[config.mk]
export PLATFORM = sky130hd
export DESIGN_NAME = bbc_exec
export DESIGN_NICKNAME = d
export VERILOG_FILES = /design/src/include/bbc_pkg.sv /design/src/bbc_quarter_seq.sv /design/src/bbc_exec.sv
export VERILOG_INCLUDE_DIRS = /design/src /design/src/include
export SDC_FILE = /design/constraint.sdc
export NUM_CORES = 1
export LEC_CHECK = 0
export BUFFER_PORTS_ARGS = -buffer_cell sky130_fd_sc_hd__buf_2
export CAP_MARGIN = 30
export CELL_PAD_IN_SITES_DETAIL_PLACEMENT = 1
export CELL_PAD_IN_SITES_GLOBAL_PLACEMENT = 2
export CORE_MARGIN = 2
export CORE_UTILIZATION = 35
export DETAILED_ROUTE_END_ITERATION = 6
export GPL_ROUTABILITY_DRIVEN = 0
export PLACE_DENSITY_LB_ADDON = 0.25
export SKIP_LAST_GASP = 1
export SYNTH_ARGS = -nofsm -noshare
export SYNTH_HDL_FRONTEND = slang
export SYNTH_HIERARCHICAL = 1
export SYNTH_SLANG_ARGS = --single-unit
[constraint.sdc]
create_clock -name clk_in -period 8.5 [get_ports clk_in]
set_input_delay 1.7 -clock clk_in [delete_from_list [all_inputs] [get_ports clk_in]]
set_output_delay 1.7 -clock clk_in [all_outputs]
set_load 0.05 [all_outputs]
[src/include/bbc_params.svh]
/*
 holds opcode fields, widths and reset values for the branch and
 bit-clear executor. assumes inclusion by its bare name.
*/
`ifndef BBC_PARAMS_SVH
`define BBC_PARAMS_SVH
`define BBC_OP_BRANCH_CARRY 8'he2
`define BBC_OP_BRANCH_NEG 8'he6
`define BBC_OP_BIT_CLEAR 4'h9
`define BBC_INDEXED_MAX 8'h5f
`define BBC_PC_STEP 21'h000002
`define BBC_PC_RST 21'h000000
`define BBC_ACCESS_BANK 4'h0
`define BBC_ACCESS_SPLIT 8'h60
`define BBC_ACCESS_HIGH 4'hf
`endif

[src/include/bbc_pkg.sv]
/*
 types shared by the executor and its quarter-phase sequencer.
 assumes bbc_params.svh is on the include path.
*/
package bbc_pkg;
    typedef enum logic [1:0] {BBC_Q1, BBC_Q2, BBC_Q3, BBC_Q4} bbc_phase_t;
    typedef enum logic [1:0] {BBC_ADDR_BANKED, BBC_ADDR_ACCESS,
        BBC_ADDR_INDEXED} bbc_addr_mode_t;
endpackage

[src/bbc_quarter_seq.sv]
/*
 quarter-phase sequencer: q1..q4 per instruction cycle.
 assumes the core clock ticks once per quarter-phase.
*/
`timescale 1ns/1ps
module bbc_quarter_seq
(
    input wire logic clk_in,
    input wire logic srst_in,
    output bbc_pkg::bbc_phase_t phase_out,
    output logic cycle_end_out
);
    import bbc_pkg::*;
    typedef struct packed
    {
        bbc_phase_t phase_r;
    } bbc_seq_state_t;
    bbc_seq_state_t st_r;
    bbc_seq_state_t st_nxt;
    always_comb
    begin
        st_nxt = st_r;
        case (st_r.phase_r)
            BBC_Q1: st_nxt.phase_r = BBC_Q2;
            BBC_Q2: st_nxt.phase_r = BBC_Q3;
            BBC_Q3: st_nxt.phase_r = BBC_Q4;
            BBC_Q4: st_nxt.phase_r = BBC_Q1;
            default: st_nxt.phase_r = BBC_Q1;
        endcase
    end
    always_ff @(posedge clk_in)
    begin
        if (srst_in)
            st_r <= '{phase_r: BBC_Q1};
        else
            st_r <= st_nxt;
    end
    assign phase_out = st_r.phase_r;
    assign cycle_end_out = (st_r.phase_r == BBC_Q4);
endmodule

[src/bbc_exec.sv]
/*
 decode and execute of branch_on_carry, branch_on_negative and
 bit_clear_file. assumes instr_in and the flags stay stable over a whole
 instruction cycle, and that the data-memory read answers in the same
 cycle as the address.
*/
`timescale 1ns/1ps
`include "bbc_params.svh"
module bbc_exec
(
    input wire logic clk_in,
    input wire logic srst_in,
    input wire logic [15:0] instr_in,
    input wire logic instr_valid_in,
    input wire logic carry_in,
    input wire logic negative_in,
    input wire logic ext_set_in,
    input wire logic [3:0] bank_select_register_in,
    input wire logic [20:0] fsr2_base_in,
    input wire logic [7:0] mem_rdata_in,
    output logic [20:0] pc_out,
    output logic [11:0] mem_addr_out,
    output logic [20:0] mem_xaddr_out,
    output logic mem_indexed_out,
    output logic mem_rd_out,
    output logic mem_wr_out,
    output logic [7:0] mem_wdata_out,
    output logic flush_out,
    output bbc_pkg::bbc_phase_t phase_out,
    output logic status_we_out
);
    import bbc_pkg::*;
    typedef struct packed
    {
        logic [20:0] pc_r;
        logic [20:0] target_r;
        logic take_r;
        logic nop_cycle_r;
        logic [11:0] addr_r;
        logic [20:0] xaddr_r;
        logic indexed_r;
        logic [2:0] bit_r;
        logic rd_r;
        logic wr_r;
        logic [7:0] wdata_r;
        logic flag_we_r;
        bbc_phase_t phase_r;
    } bbc_state_t;
    bbc_state_t st_r;
    bbc_state_t st_nxt;
    bbc_phase_t seq_phase;
    logic seq_end;
    logic is_bc;
    logic is_bn;
    logic is_bcf;
    logic [20:0] offs;
    logic [7:0] fa;
    logic [7:0] clr_mask;
    bbc_addr_mode_t amode;

    bbc_quarter_seq u_seq
    (
        .clk_in(clk_in),
        .srst_in(srst_in),
        .phase_out(seq_phase),
        .cycle_end_out(seq_end)
    );

    always_comb
    begin
        is_bc = (instr_in[15:8] == `BBC_OP_BRANCH_CARRY);
        is_bn = (instr_in[15:8] == `BBC_OP_BRANCH_NEG);
        is_bcf = (instr_in[15:12] == `BBC_OP_BIT_CLEAR);
        // sign-extend and double the offset
        offs = {{12{instr_in[7]}}, instr_in[7:0], 1'b0};
        fa = instr_in[7:0];
        // mask from the latched bit select, not the live word
        clr_mask = ~(8'h01 << st_r.bit_r);
        if (instr_in[8])
        begin
            amode = BBC_ADDR_BANKED;
        end
        else if (ext_set_in && fa <= `BBC_INDEXED_MAX)
        begin
            amode = BBC_ADDR_INDEXED;
        end
        else
        begin
            amode = BBC_ADDR_ACCESS;
        end
    end

    always_comb
    begin
        st_nxt = st_r;
        st_nxt.phase_r = seq_phase;
        st_nxt.rd_r = 1'b0;
        st_nxt.wr_r = 1'b0;
        // registered zero drives the output from a flip-flop
        st_nxt.flag_we_r = 1'b0;
        if (st_r.nop_cycle_r)
        begin
            // fetch of the target; every quarter idle
            if (seq_end)
            begin
                st_nxt.nop_cycle_r = 1'b0;
            end
        end
        else if (instr_valid_in)
        begin
            case (seq_phase)
                BBC_Q1:
                begin
                    st_nxt.take_r = (is_bc && carry_in)
                        || (is_bn && negative_in);
                    st_nxt.bit_r = instr_in[11:9];
                end
                BBC_Q2:
                begin
                    if (is_bcf)
                    begin
                        st_nxt.indexed_r = (amode == BBC_ADDR_INDEXED);
                        st_nxt.xaddr_r = fsr2_base_in
                            + {13'h0000, fa};
                        case (amode)
                            BBC_ADDR_BANKED:
                            begin
                                st_nxt.addr_r =
                                    {bank_select_register_in, fa};
                            end
                            default:
                            begin
                                // indexed keeps an access address as spare
                                if (fa < `BBC_ACCESS_SPLIT)
                                begin
                                    st_nxt.addr_r =
                                        {`BBC_ACCESS_BANK, fa};
                                end
                                else
                                begin
                                    st_nxt.addr_r =
                                        {`BBC_ACCESS_HIGH, fa};
                                end
                            end
                        endcase
                        st_nxt.rd_r = 1'b1;
                    end
                end
                BBC_Q3:
                begin
                    st_nxt.target_r = st_r.pc_r + `BBC_PC_STEP + offs;
                    if (is_bcf)
                    begin
                        st_nxt.wdata_r = mem_rdata_in & clr_mask;
                    end
                end
                BBC_Q4:
                begin
                    if (is_bcf)
                    begin
                        st_nxt.wr_r = 1'b1;
                    end
                    if (st_r.take_r)
                    begin
                        st_nxt.pc_r = st_r.target_r;
                        st_nxt.nop_cycle_r = 1'b1;
                    end
                    else
                    begin
                        st_nxt.pc_r = st_r.pc_r + `BBC_PC_STEP;
                    end
                end
                default: st_nxt.phase_r = BBC_Q1;
            endcase
        end
        else if (seq_end)
        begin
            // no valid word: the slot still advances the pc by one step of 2
            st_nxt.pc_r = st_r.pc_r + `BBC_PC_STEP;
        end
    end

    always_ff @(posedge clk_in)
    begin
        if (srst_in)
        begin
            st_r <= '0;
            st_r.pc_r <= `BBC_PC_RST;
        end
        else
        begin
            st_r <= st_nxt;
        end
    end

    assign pc_out = st_r.pc_r;
    assign mem_addr_out = st_r.addr_r;
    assign mem_xaddr_out = st_r.xaddr_r;
    assign mem_indexed_out = st_r.indexed_r;
    assign mem_rd_out = st_r.rd_r;
    assign mem_wr_out = st_r.wr_r;
    assign mem_wdata_out = st_r.wdata_r;
    assign flush_out = st_r.nop_cycle_r;
    assign phase_out = st_r.phase_r;
    // these instructions never touch status flags
    assign status_we_out = st_r.flag_we_r;
endmodule

# --- After elaboration in Yosys (flattened, before gate mapping) ---
# Index checks and enable logic that the tools add are counted.
op_classes:
  addsub: 3
  multipliers: 0
  n_div: 0
  n_lt_le_gt_ge: 2
  n_eq_ne: 7
  shifts: 1
  muxes: 22
  bitwise: 6
  reduce_logical: 13
ops:
  columns: ["op", "count"]
  rows:
  - ["$mux W21", 4]
  - ["$mux W34", 2]
  - ["$mux W48", 1]
  - ["$mux W12", 2]
  - ["$add A21 B2 Y21 const B", 1]
  - ["$add A21 B21 Y21", 1]
  - ["$add A21 B8 Y21", 1]
  - ["$eq A8 B8 Y1 const B", 2]
  - ["$mux W8", 2]
  - ["$and A8 B8 Y8", 1]
  - ["$le A8 B7 Y1 const B", 1]
  - ["$lt A8 B7 Y1 const B", 1]
  - ["$not A8 Y8", 1]
  - ["$pmux W2 S4", 1]
  - ["$reduce_and A4 Y1", 2]
  - ["$reduce_or A4 Y1", 2]
  - ["$shl A1 B3 Y8 const A", 1]
  - ["$mux W1", 7]
  - ["$eq A2 B2 Y1 const B", 3]
  - ["$reduce_and A3 Y1", 2]
  - ["$eq A4 B4 Y1 const B", 1]
  - ["$logic_not A2 Y1", 2]
  - ["$mux W2", 2]
  - ["$not A1 Y1", 4]
  - ["other kinds (5)", 7]
totals:
  ff_bits: 96
  latch_bits: 0
  mem_bits_rw: 0
  mem_bits_ro: 0
  in_bits: 55
  out_inout_bits: 69
  elab_cells: 68
  memories: 0

# --- Logic depth before layout (Yosys ltp) ---
# Gate-level depths: netlist (run 1).
logic_depth:
  ltp_word: 10
  depth_mapped: 13
  mapped_depth_nobuf: 12

# --- Modules after synthesis ---
# Netlist (run 1), hierarchy kept.
modules_own_cells:
  columns: ["module", "n_inst", "cells_each", "area_per_inst_um2", "seq_area_each_um2"]
  rows:
  - ["bbc_exec", 1, 782, 6144.6, 1861.8]
  - ["bbc_quarter_seq", 1, 9, 101.3, 40.0]

# --- Least setup slack after synthesis (run 1) ---
# Ideal clock, no wire load.
synth_timing:
  kind: "input port to flip-flop"
  start: "input port instr_in[0]"
  end: "register st_r, in the netlist mem_xaddr_out[16]"
  arrival_time_ns: 3.538
  required_time_ns: 8.409
  setup_slack_ns: 4.871
  cell_stages: 9
  cell_sequence: "ha_1 -> inv_1 -> fa_1 -> nor2b_1 -> o21ai_1 -> a21oi_2 -> o31ai_2 -> or4_1 -> a311oi_1"
synth_between:
  elab_chain_len: 1
synth_lines:
  columns: ["element", "line", "rtl"]
  rows:
  - ["start: declaration", "bbc_exec.sv:13", "input wire logic [15:0] instr_in,"]
  - ["$add A21 B8 Y21", "bbc_exec.sv:124", "+ {13'h0000, fa};"]
  - ["end signal: assignment", "bbc_exec.sv:192", "st_r <= st_nxt;"]
  - ["end: declaration", "bbc_exec.sv:49", "bbc_state_t st_r;"]
# Every way passes these cells.
# A chain may end at the register's enable or synchronous reset.

# --- Worst setup path in the final report (run 1) ---
layout_timing:
  start: "register st_r, in the netlist pc_out[1]"
  end: "register st_r[70] (netlist name)"
layout_between:
  elab_chain_len: 2
layout_lines:
  columns: ["element", "line", "rtl"]
  rows:
  - ["$add A21 B2 Y21 (no line)", null, null]
  - ["$add A21 B21 Y21", "bbc_exec.sv:151", "st_nxt.target_r = st_r.pc_r + `BBC_PC_STEP + offs;"]
# Every way passes these cells.

==> impl_results.md, run 1 <==
* Outcome: complete, no violations
* Die Footprint at about 0.019 mm^2
* HP Class: flop to flop
* Number of vias per cell at 5.41
* CP Launch Type: flop
* Post-Syn Area at roughly 0.0062 mm^2
* Postcts setup bufs at 0
* Final WL at 18300 um
* Worst-margin pin slew at around 1.0 ns
* WS Path Type: flop to flop
* DP HPWL at between 10000 and 15000 um
* Initial antenna violation count at 0
* Relative slew slack at 0.319
* RSZ-0062 raised after global routing: no
* Port-buffer cells at approximately 120
* Largest net degree at the start of global routing at 74
* Area Overhead vs Synth at 9.44%
* Yosys reg bits at 95
* Power, Total at approximately 1.1 mW
* Total track usage at 0.198
* Maxcap violations at 0
* PD cells at approximately 160 mW/mm^2
* Post-synth top flop: dfxtp_1
* Synth unique cells at 76
* TritonCTS Buffers at 9
* Worst-Skew Late Latency at around 0.36 ns
* Starting density of the core at 0.360
* Syn_area_per_cell at between 7 and 8 um^2
* Worst Path Max Fanout at 7
* Post-synthesis sequential area ratio at 0.304
* Setup-failing EPs final at 0
* Critical Path RT at between 8 and 9 ns
* Fillers at between 2000 and 2500
* Layout cells sized above 1 at 0.195
* Syn Nets at 880
* Die Wd at between 100 and 150 um
* Setup_tns at 0 ns
* CTS tree: built
* Drt drc at 0
* Asr flop ratio synth at 0
* Gr ovfl total at 0
* Achievable Freq at about 260 MHz
* Core area at between 0.015 and 0.02 mm^2
* Vias in the first global route at 5953
* Final Hold Fails at 0
* CTS Root Cell: clkbuf_16
* Die Y at ~140 um
* Critical path arrival at roughly 4.0 ns
* Yosys Warn Count at 6
* CTS Hold Buffers Added at 0
* Max H-tree Level at 3
* Clock Sinks at 95
* I/O pin count at roughly 120
* Per-cell routed wire length at about 17 um
* Fin crit share at 0.446
* Final net count at approximately 920
* Most frequent cells in the layout: buf_2, nand2_1, dfxtp_1
* Clk_skew at around 0.008 ns
* Most common cell after layout, fill and taps aside: buf_2
* DR vias at approximately 5700
* Post-layout util at 0.394
* Leakage at a little under 3 nW
* CTS resizes at 0
* Initial DRC Count at around 250
* Clock buffer depth at 2
* CTS clk-pin slew, worst paths at approximately 0.070 ns
* Post-synth EDFFs at 0
* Drt first pass iters at 4
* Max-slew violation count at 0
* Gate count of the mapped netlist at roughly 790
* First-pass GRT wire length at slightly below 30000 um
* Routed Antenna Nets at 0
* Element type at the critical path end: flop
* # diodes at 0
* Row count at 48
* Fin crit period at 3.79 ns
* Max VDD drop at roughly 0.00012 V
## kinds of logic (layout without fill, tap and decap cells)
logic type | after synthesis | count (layout) | synth area share
buffers and inverters | 120 | 160 | 0.115
AND/OR/NAND/NOR | 295 | 295 | 0.233
adder cells (fa/ha/maj) | 34 | 34 | 0.0705
multiplexers | 7 | 7 | 0.0114
AO/OA/AOI/OAI | 199 | 199 | 0.209
other | 1 | 1 | 0.000600
XOR/XNOR | 40 | 40 | 0.0561
flip-flops | 95 | 95 | 0.304
## registers in the layout, indices dropped and copies added, names as in the netlist
signal	count
flush_out	1
mem_addr_out	12
mem_indexed_out	1
mem_rd_out	1
mem_wdata_out	8
mem_wr_out	1
mem_xaddr_out	21
pc_out	21
phase_out	2
st_r	25
u_seq/phase_out	2
## through the flow
step | worst slack (ns) | hold WS [ns] | area, um^2 | std cells
after global routing | 4.38 | 0.480 | 6840 | 1056
after floorplan | 4.87 | 0.432 | 6250 | 791
after global placement | 4.52 | 0.436 | 6530 | 1040
after detailed placement | 4.43 | 0.450 | 6530 | 1040
final | 4.71 | 0.457 | 6840 | 1056
after CTS | 4.69 | 0.461 | 6840 | 1056
## synthesized netlist by cell type, drive strengths merged (2+ instances only)
| library cell | instances | area, um^2 |
|---|---|---|
| nand4b | 3 | 26.3 |
| o21ai | 34 | 174 |
| o2111ai | 3 | 26.3 |
| dfxtp | 95 | 1900 |
| nand3b | 3 | 22.5 |
| a21oi | 79 | 414 |
| o31ai | 8 | 65.1 |
| o311ai | 5 | 43.8 |
| nor3 | 13 | 65.1 |
| clkbuf | 33 | 135 |
| nor3b | 9 | 72.6 |
| and3 | 15 | 93.8 |
| xnor2 | 17 | 149 |
| a221oi | 2 | 23.8 |
| a22oi | 10 | 75.1 |
| a22o | 8 | 70.1 |
| a21boi | 2 | 15.0 |
| a2111oi | 2 | 36.3 |
| a31oi | 3 | 18.8 |
| or2 | 2 | 12.5 |
| buf | 70 | 518 |
| mux2i | 6 | 60.1 |
| nor4 | 7 | 50.1 |
| inv | 17 | 63.8 |
| and4 | 4 | 35.0 |
| or3 | 5 | 31.3 |
| a211oi | 9 | 67.6 |
| a21o | 7 | 52.6 |
| a211o | 2 | 17.5 |
| o21bai | 2 | 15.0 |
| nand2b | 5 | 38.8 |
| a311oi | 6 | 52.6 |
| nand3 | 27 | 135 |
| nor2 | 71 | 269 |
| nand4 | 8 | 50.1 |
| or4 | 5 | 37.5 |
| xor2 | 23 | 201 |
| o211ai | 9 | 67.6 |
| and2 | 6 | 38.8 |
| fa | 2 | 40.0 |
| nand2 | 98 | 368 |
| ha | 32 | 400 |
| nor2b | 10 | 62.6 |
## worst max-delay path: stages, from the launching register on
cell	delay (ns)
dfxtp_1	0.46
ha_1	0.29
nand3_1	0.18
nor2_1	0.35
and4_1	0.31
xor2_1	0.23
ha_1	0.35
a21oi_2	0.24
o21ai_2	0.11
a2111oi_4	0.33
nor2_1	0.11
or4_1	0.48
a32o_1	0.25
## power by group
part           internal, mW  switching, mW  total, mW
logic                0.0659          0.122      0.188
clock network         0.235          0.199      0.434
registers             0.463         0.0203      0.484
## layer usage
metal  track usage  vias to the layer above  routed length (um)  share of wire
li1              -                     2824                   -              -
met4        0.0596                        0                 238          0.013
met1         0.242                     2788                8310           0.45
met3        0.0228                       13                 580          0.032
met2         0.361                       90                9180           0.50
met5             0                        -                   0              0
## cell type report
| cell class | count | area (um^2) | area share |
|---|---|---|---|
| inverters | 17 | 63.8 | 0.00934 |
| repair buffers | 127 | 648 | 0.0948 |
| clock buffers | 9 | 225 | 0.0329 |
| clock inverters | 7 | 85.1 | 0.0124 |
| multi-input cells | 576 | 3630 | 0.531 |
| well taps | 225 | 282 | 0.0412 |
| flip-flops and latches | 95 | 1900 | 0.278 |
## worst paths after layout
kind | slack [ns] | endpoint | cells past startpoint | startpoint
setup / recovery | 4.71 | st_r[70] | 12 | pc_out[1]
hold / removal | 0.46 | mem_addr_out[5] | 2 | mem_addr_out[5]
setup reg to reg | 4.71 | st_r[70] | 12 | pc_out[1]
hold reg to reg | 0.46 | mem_addr_out[5] | 2 | mem_addr_out[5]
No activity file was read; power rests on OpenSTA's default activity.
==> run 2, diff against run 1 <==
--- a/config.mk
+++ b/config.mk
@@ -11,7 +11,7 @@
 export CELL_PAD_IN_SITES_DETAIL_PLACEMENT = 1
 export CELL_PAD_IN_SITES_GLOBAL_PLACEMENT = 2
 export CORE_MARGIN = 2
-export CORE_UTILIZATION = 35
+export CORE_UTILIZATION = 32
 export DETAILED_ROUTE_END_ITERATION = 6
 export GPL_ROUTABILITY_DRIVEN = 0
 export PLACE_DENSITY_LB_ADDON = 0.25
==> constraint.sdc (replaced) <==
create_clock -name clk_in -period 3.6 [get_ports clk_in]
set_input_delay 0.72 -clock clk_in [delete_from_list [all_inputs] [get_ports clk_in]]
set_output_delay 0.72 -clock clk_in [all_outputs]
set_load 0.05 [all_outputs]
==> impl_results.md, run 2 (synthesis results as in run 1) <==
* Outcome: complete, no violations (unchanged)
* Fillers at 2372 (was 2137)
* Max H-tree Level at 3 (unchanged)
* RSZ-0062 raised after global routing: no (unchanged)
* Gr ovfl total at 0 (unchanged)
* Area Overhead vs Synth at 11.9% (was 9.44%)
* Leakage at 2.94 nW (was 2.88 nW)
* Hold endpoint: mem_wdata_out[2] (was mem_addr_out[5])
* Fin crit share at 0.936 (was 0.446)
* Starting density of the core at 0.323 (was 0.360)
* Power, Total at 2.76 mW (was 1.10 mW)
* Clk_skew at 0.00573 ns (was 0.00818 ns)
* Post-Layout Cell Count at 1104 (was 1056)
* Die Y at 144 um (was 138 um)
* I/O pin count at 124 (unchanged)
* Element type at the critical path end: flop (unchanged)
* CP startpoint: pc_out[2] (was pc_out[1])
* Fin crit period at 3.37 ns (was 3.79 ns)
* Max VDD drop at 0.000228 V (was 0.000118 V)
* CTS clk-pin slew, worst paths at 0.07 ns (about the same)
* Hold Crit Start: mem_wdata_out[2] (was mem_addr_out[5])
* DR vias at 5705 (was 5715)
* Sequential cell area at 0.00190 mm^2 (about the same)
* Worst-margin pin slew at 0.700 ns (was 1.02 ns)
* Port-buffer cells at 122 (unchanged)
* # diodes at 0 (unchanged)
* Number of vias per cell at 5.17 (was 5.41)
* CTS Hold Buffers Added at 0 (unchanged)
* Achievable Freq at 297 MHz (was 264 MHz)
* Core area at 0.0193 mm^2 (was 0.0174 mm^2)
* Final WL at 19200 um (was 18300 um)
* WS Path Type: flop to flop (unchanged)
* PD cells at 395 mW/mm^2 (was 162 mW/mm^2)
* FF-to-FF Start: pc_out[2] (was pc_out[1])
* Drt drc at 0 (unchanged)
* Area of the multi-input gates at 0.00364 mm^2 (was 0.00363 mm^2)
* DP HPWL at 14600 um (was 13800 um)
* HP Class: flop to flop (unchanged)
* TritonCTS Buffers at 9 (unchanged)
* Clock buffer depth at 2 (unchanged)
* CTS tree: built (unchanged)
* Die Footprint at 0.0207 mm^2 (was 0.0189 mm^2)
* Layout cells sized above 1 at 0.201 (was 0.195)
* CTS Root Cell: clkbuf_16 (unchanged)
* Worst Path Max Fanout at 7 (unchanged)
* Max-slew violation count at 0 (unchanged)
* Die Wd at 144 um (was 138 um)
* Most frequent cells in the layout: buf_2, nand2_1, dfxtp_1 (unchanged)
* Post-layout util at 0.362 (was 0.394)
* FF-to-FF path depth at 12 (unchanged)
* Initial antenna violation count at 0 (unchanged)
* Total track usage at 0.188 (was 0.198)
* Reg-to-Reg End: st_r[70] (unchanged)
* Critical path arrival at 3.62 ns (was 4.04 ns)
* Routed Antenna Nets at 0 (unchanged)
* Most common cell after layout, fill and taps aside: buf_2 (unchanged)
* Largest register by flop count: st_r (unchanged)
* Worst Hold Path Cells at 2 (unchanged)
* Maxcap violations at 0 (unchanged)
* Max reg flops at 25 (unchanged)
* Per-cell routed wire length at 17.4 um (was 17.3 um)
* R2R Setup Slk at 0.23 ns (was 4.71 ns)
* Setup-failing EPs final at 0 (unchanged)
* Hold slack final at 0.451 ns (was 0.457 ns)
* Final net count at 923 (was 915)
* CP Launch Type: flop (unchanged)
* First-pass GRT wire length at 30400 um (was 29600 um)
* Worst-Skew Late Latency at 0.36 ns (about the same)
* Critical Path RT at 3.85 ns (was 8.75 ns)
* Initial DRC Count at 216 (was 249)
* Row count at 51 (was 48)
* Vias in the first global route at 5929 (was 5953)
* Drt first pass iters at 4 (unchanged)
* Largest net degree at the start of global routing at 50 (was 74)
* Relative slew slack at 0.530 (was 0.319)
* Post-Place Cells at 1088 (was 1040)
* Setup_tns at 0 ns (unchanged)
* Final Hold Fails at 0 (unchanged)
* Clock Sinks at 95 (unchanged)
-- run 2: metrics by stage --
stage,setup WS [ns],area (um^2)
5_1_grt,0.00208,6990
3_5_place_dp,0.137,6630
6_report,0.231,6990
4_1_cts,0.116,6980
2_1_floorplan,0.423,6250
3_3_place_gp,0.229,6630
-- run 2: critical path, cell delays in order (launching register included) --
cell,delay [ns]
dfxtp_1,0.40
ha_2,0.25
nand3_1,0.15
nor2_1,0.16
and4_1,0.27
xor2_1,0.21
ha_1,0.36
a21oi_4,0.20
o21ai_2,0.10
a2111oi_4,0.33
nor2_1,0.10
or4_1,0.47
a32o_1,0.26
-- run 2: area by class of cell --
type | instances | share of cell area
Clock buffer | 12 | 0.0353
Clock inverter | 4 | 0.0145
Inverter | 17 | 0.00913
Multi-Input combinational cell | 576 | 0.520
Sequential cell | 95 | 0.272
Tap cell | 265 | 0.0474
Timing Repair Buffer | 135 | 0.101
-- run 2: how the worst max path moves through the flow --
stage	end	slack, ns	depth (start not counted)
6_report	st_r[70]	0.23	12
3_5_place_dp	st_r[70]	0.14	12
2_1_floorplan	st_r[70]	0.42	12
4_1_cts	st_r[70]	0.12	12
5_1_grt	st_r[70]	0.002	12
3_3_place_gp	st_r[70]	0.23	12
-- run 2: power by group --
part           total [mW]  switching [mW]  internal [mW]
clock                1.16           0.458          0.705
sequential           1.14          0.0486           1.09
combinational       0.454           0.293          0.161
total                2.76           0.799           1.96
-- run 2: per-layer routing --
layer | wire length (um) | share of wire | global-route usage | vias up
li1 | - | - | - | 2829
met1 | 8160 | 0.43 | 0.220 | 2759
met2 | 9880 | 0.52 | 0.345 | 91
met3 | 631 | 0.033 | 0.0237 | 26
met4 | 488 | 0.025 | 0.0764 | 0
met5 | 0 | 0 | 0 | -
-- run 2: what timing repair did --
| action | 4_1_cts | 5_1_grt |
|---|---|---|
| setup endpoints to repair | 0 | 3 |
| gates resized for setup | 0 | 3 |
| buffers inserted | 0 | 0 |
| hold endpoints to repair | 0 | 0 |
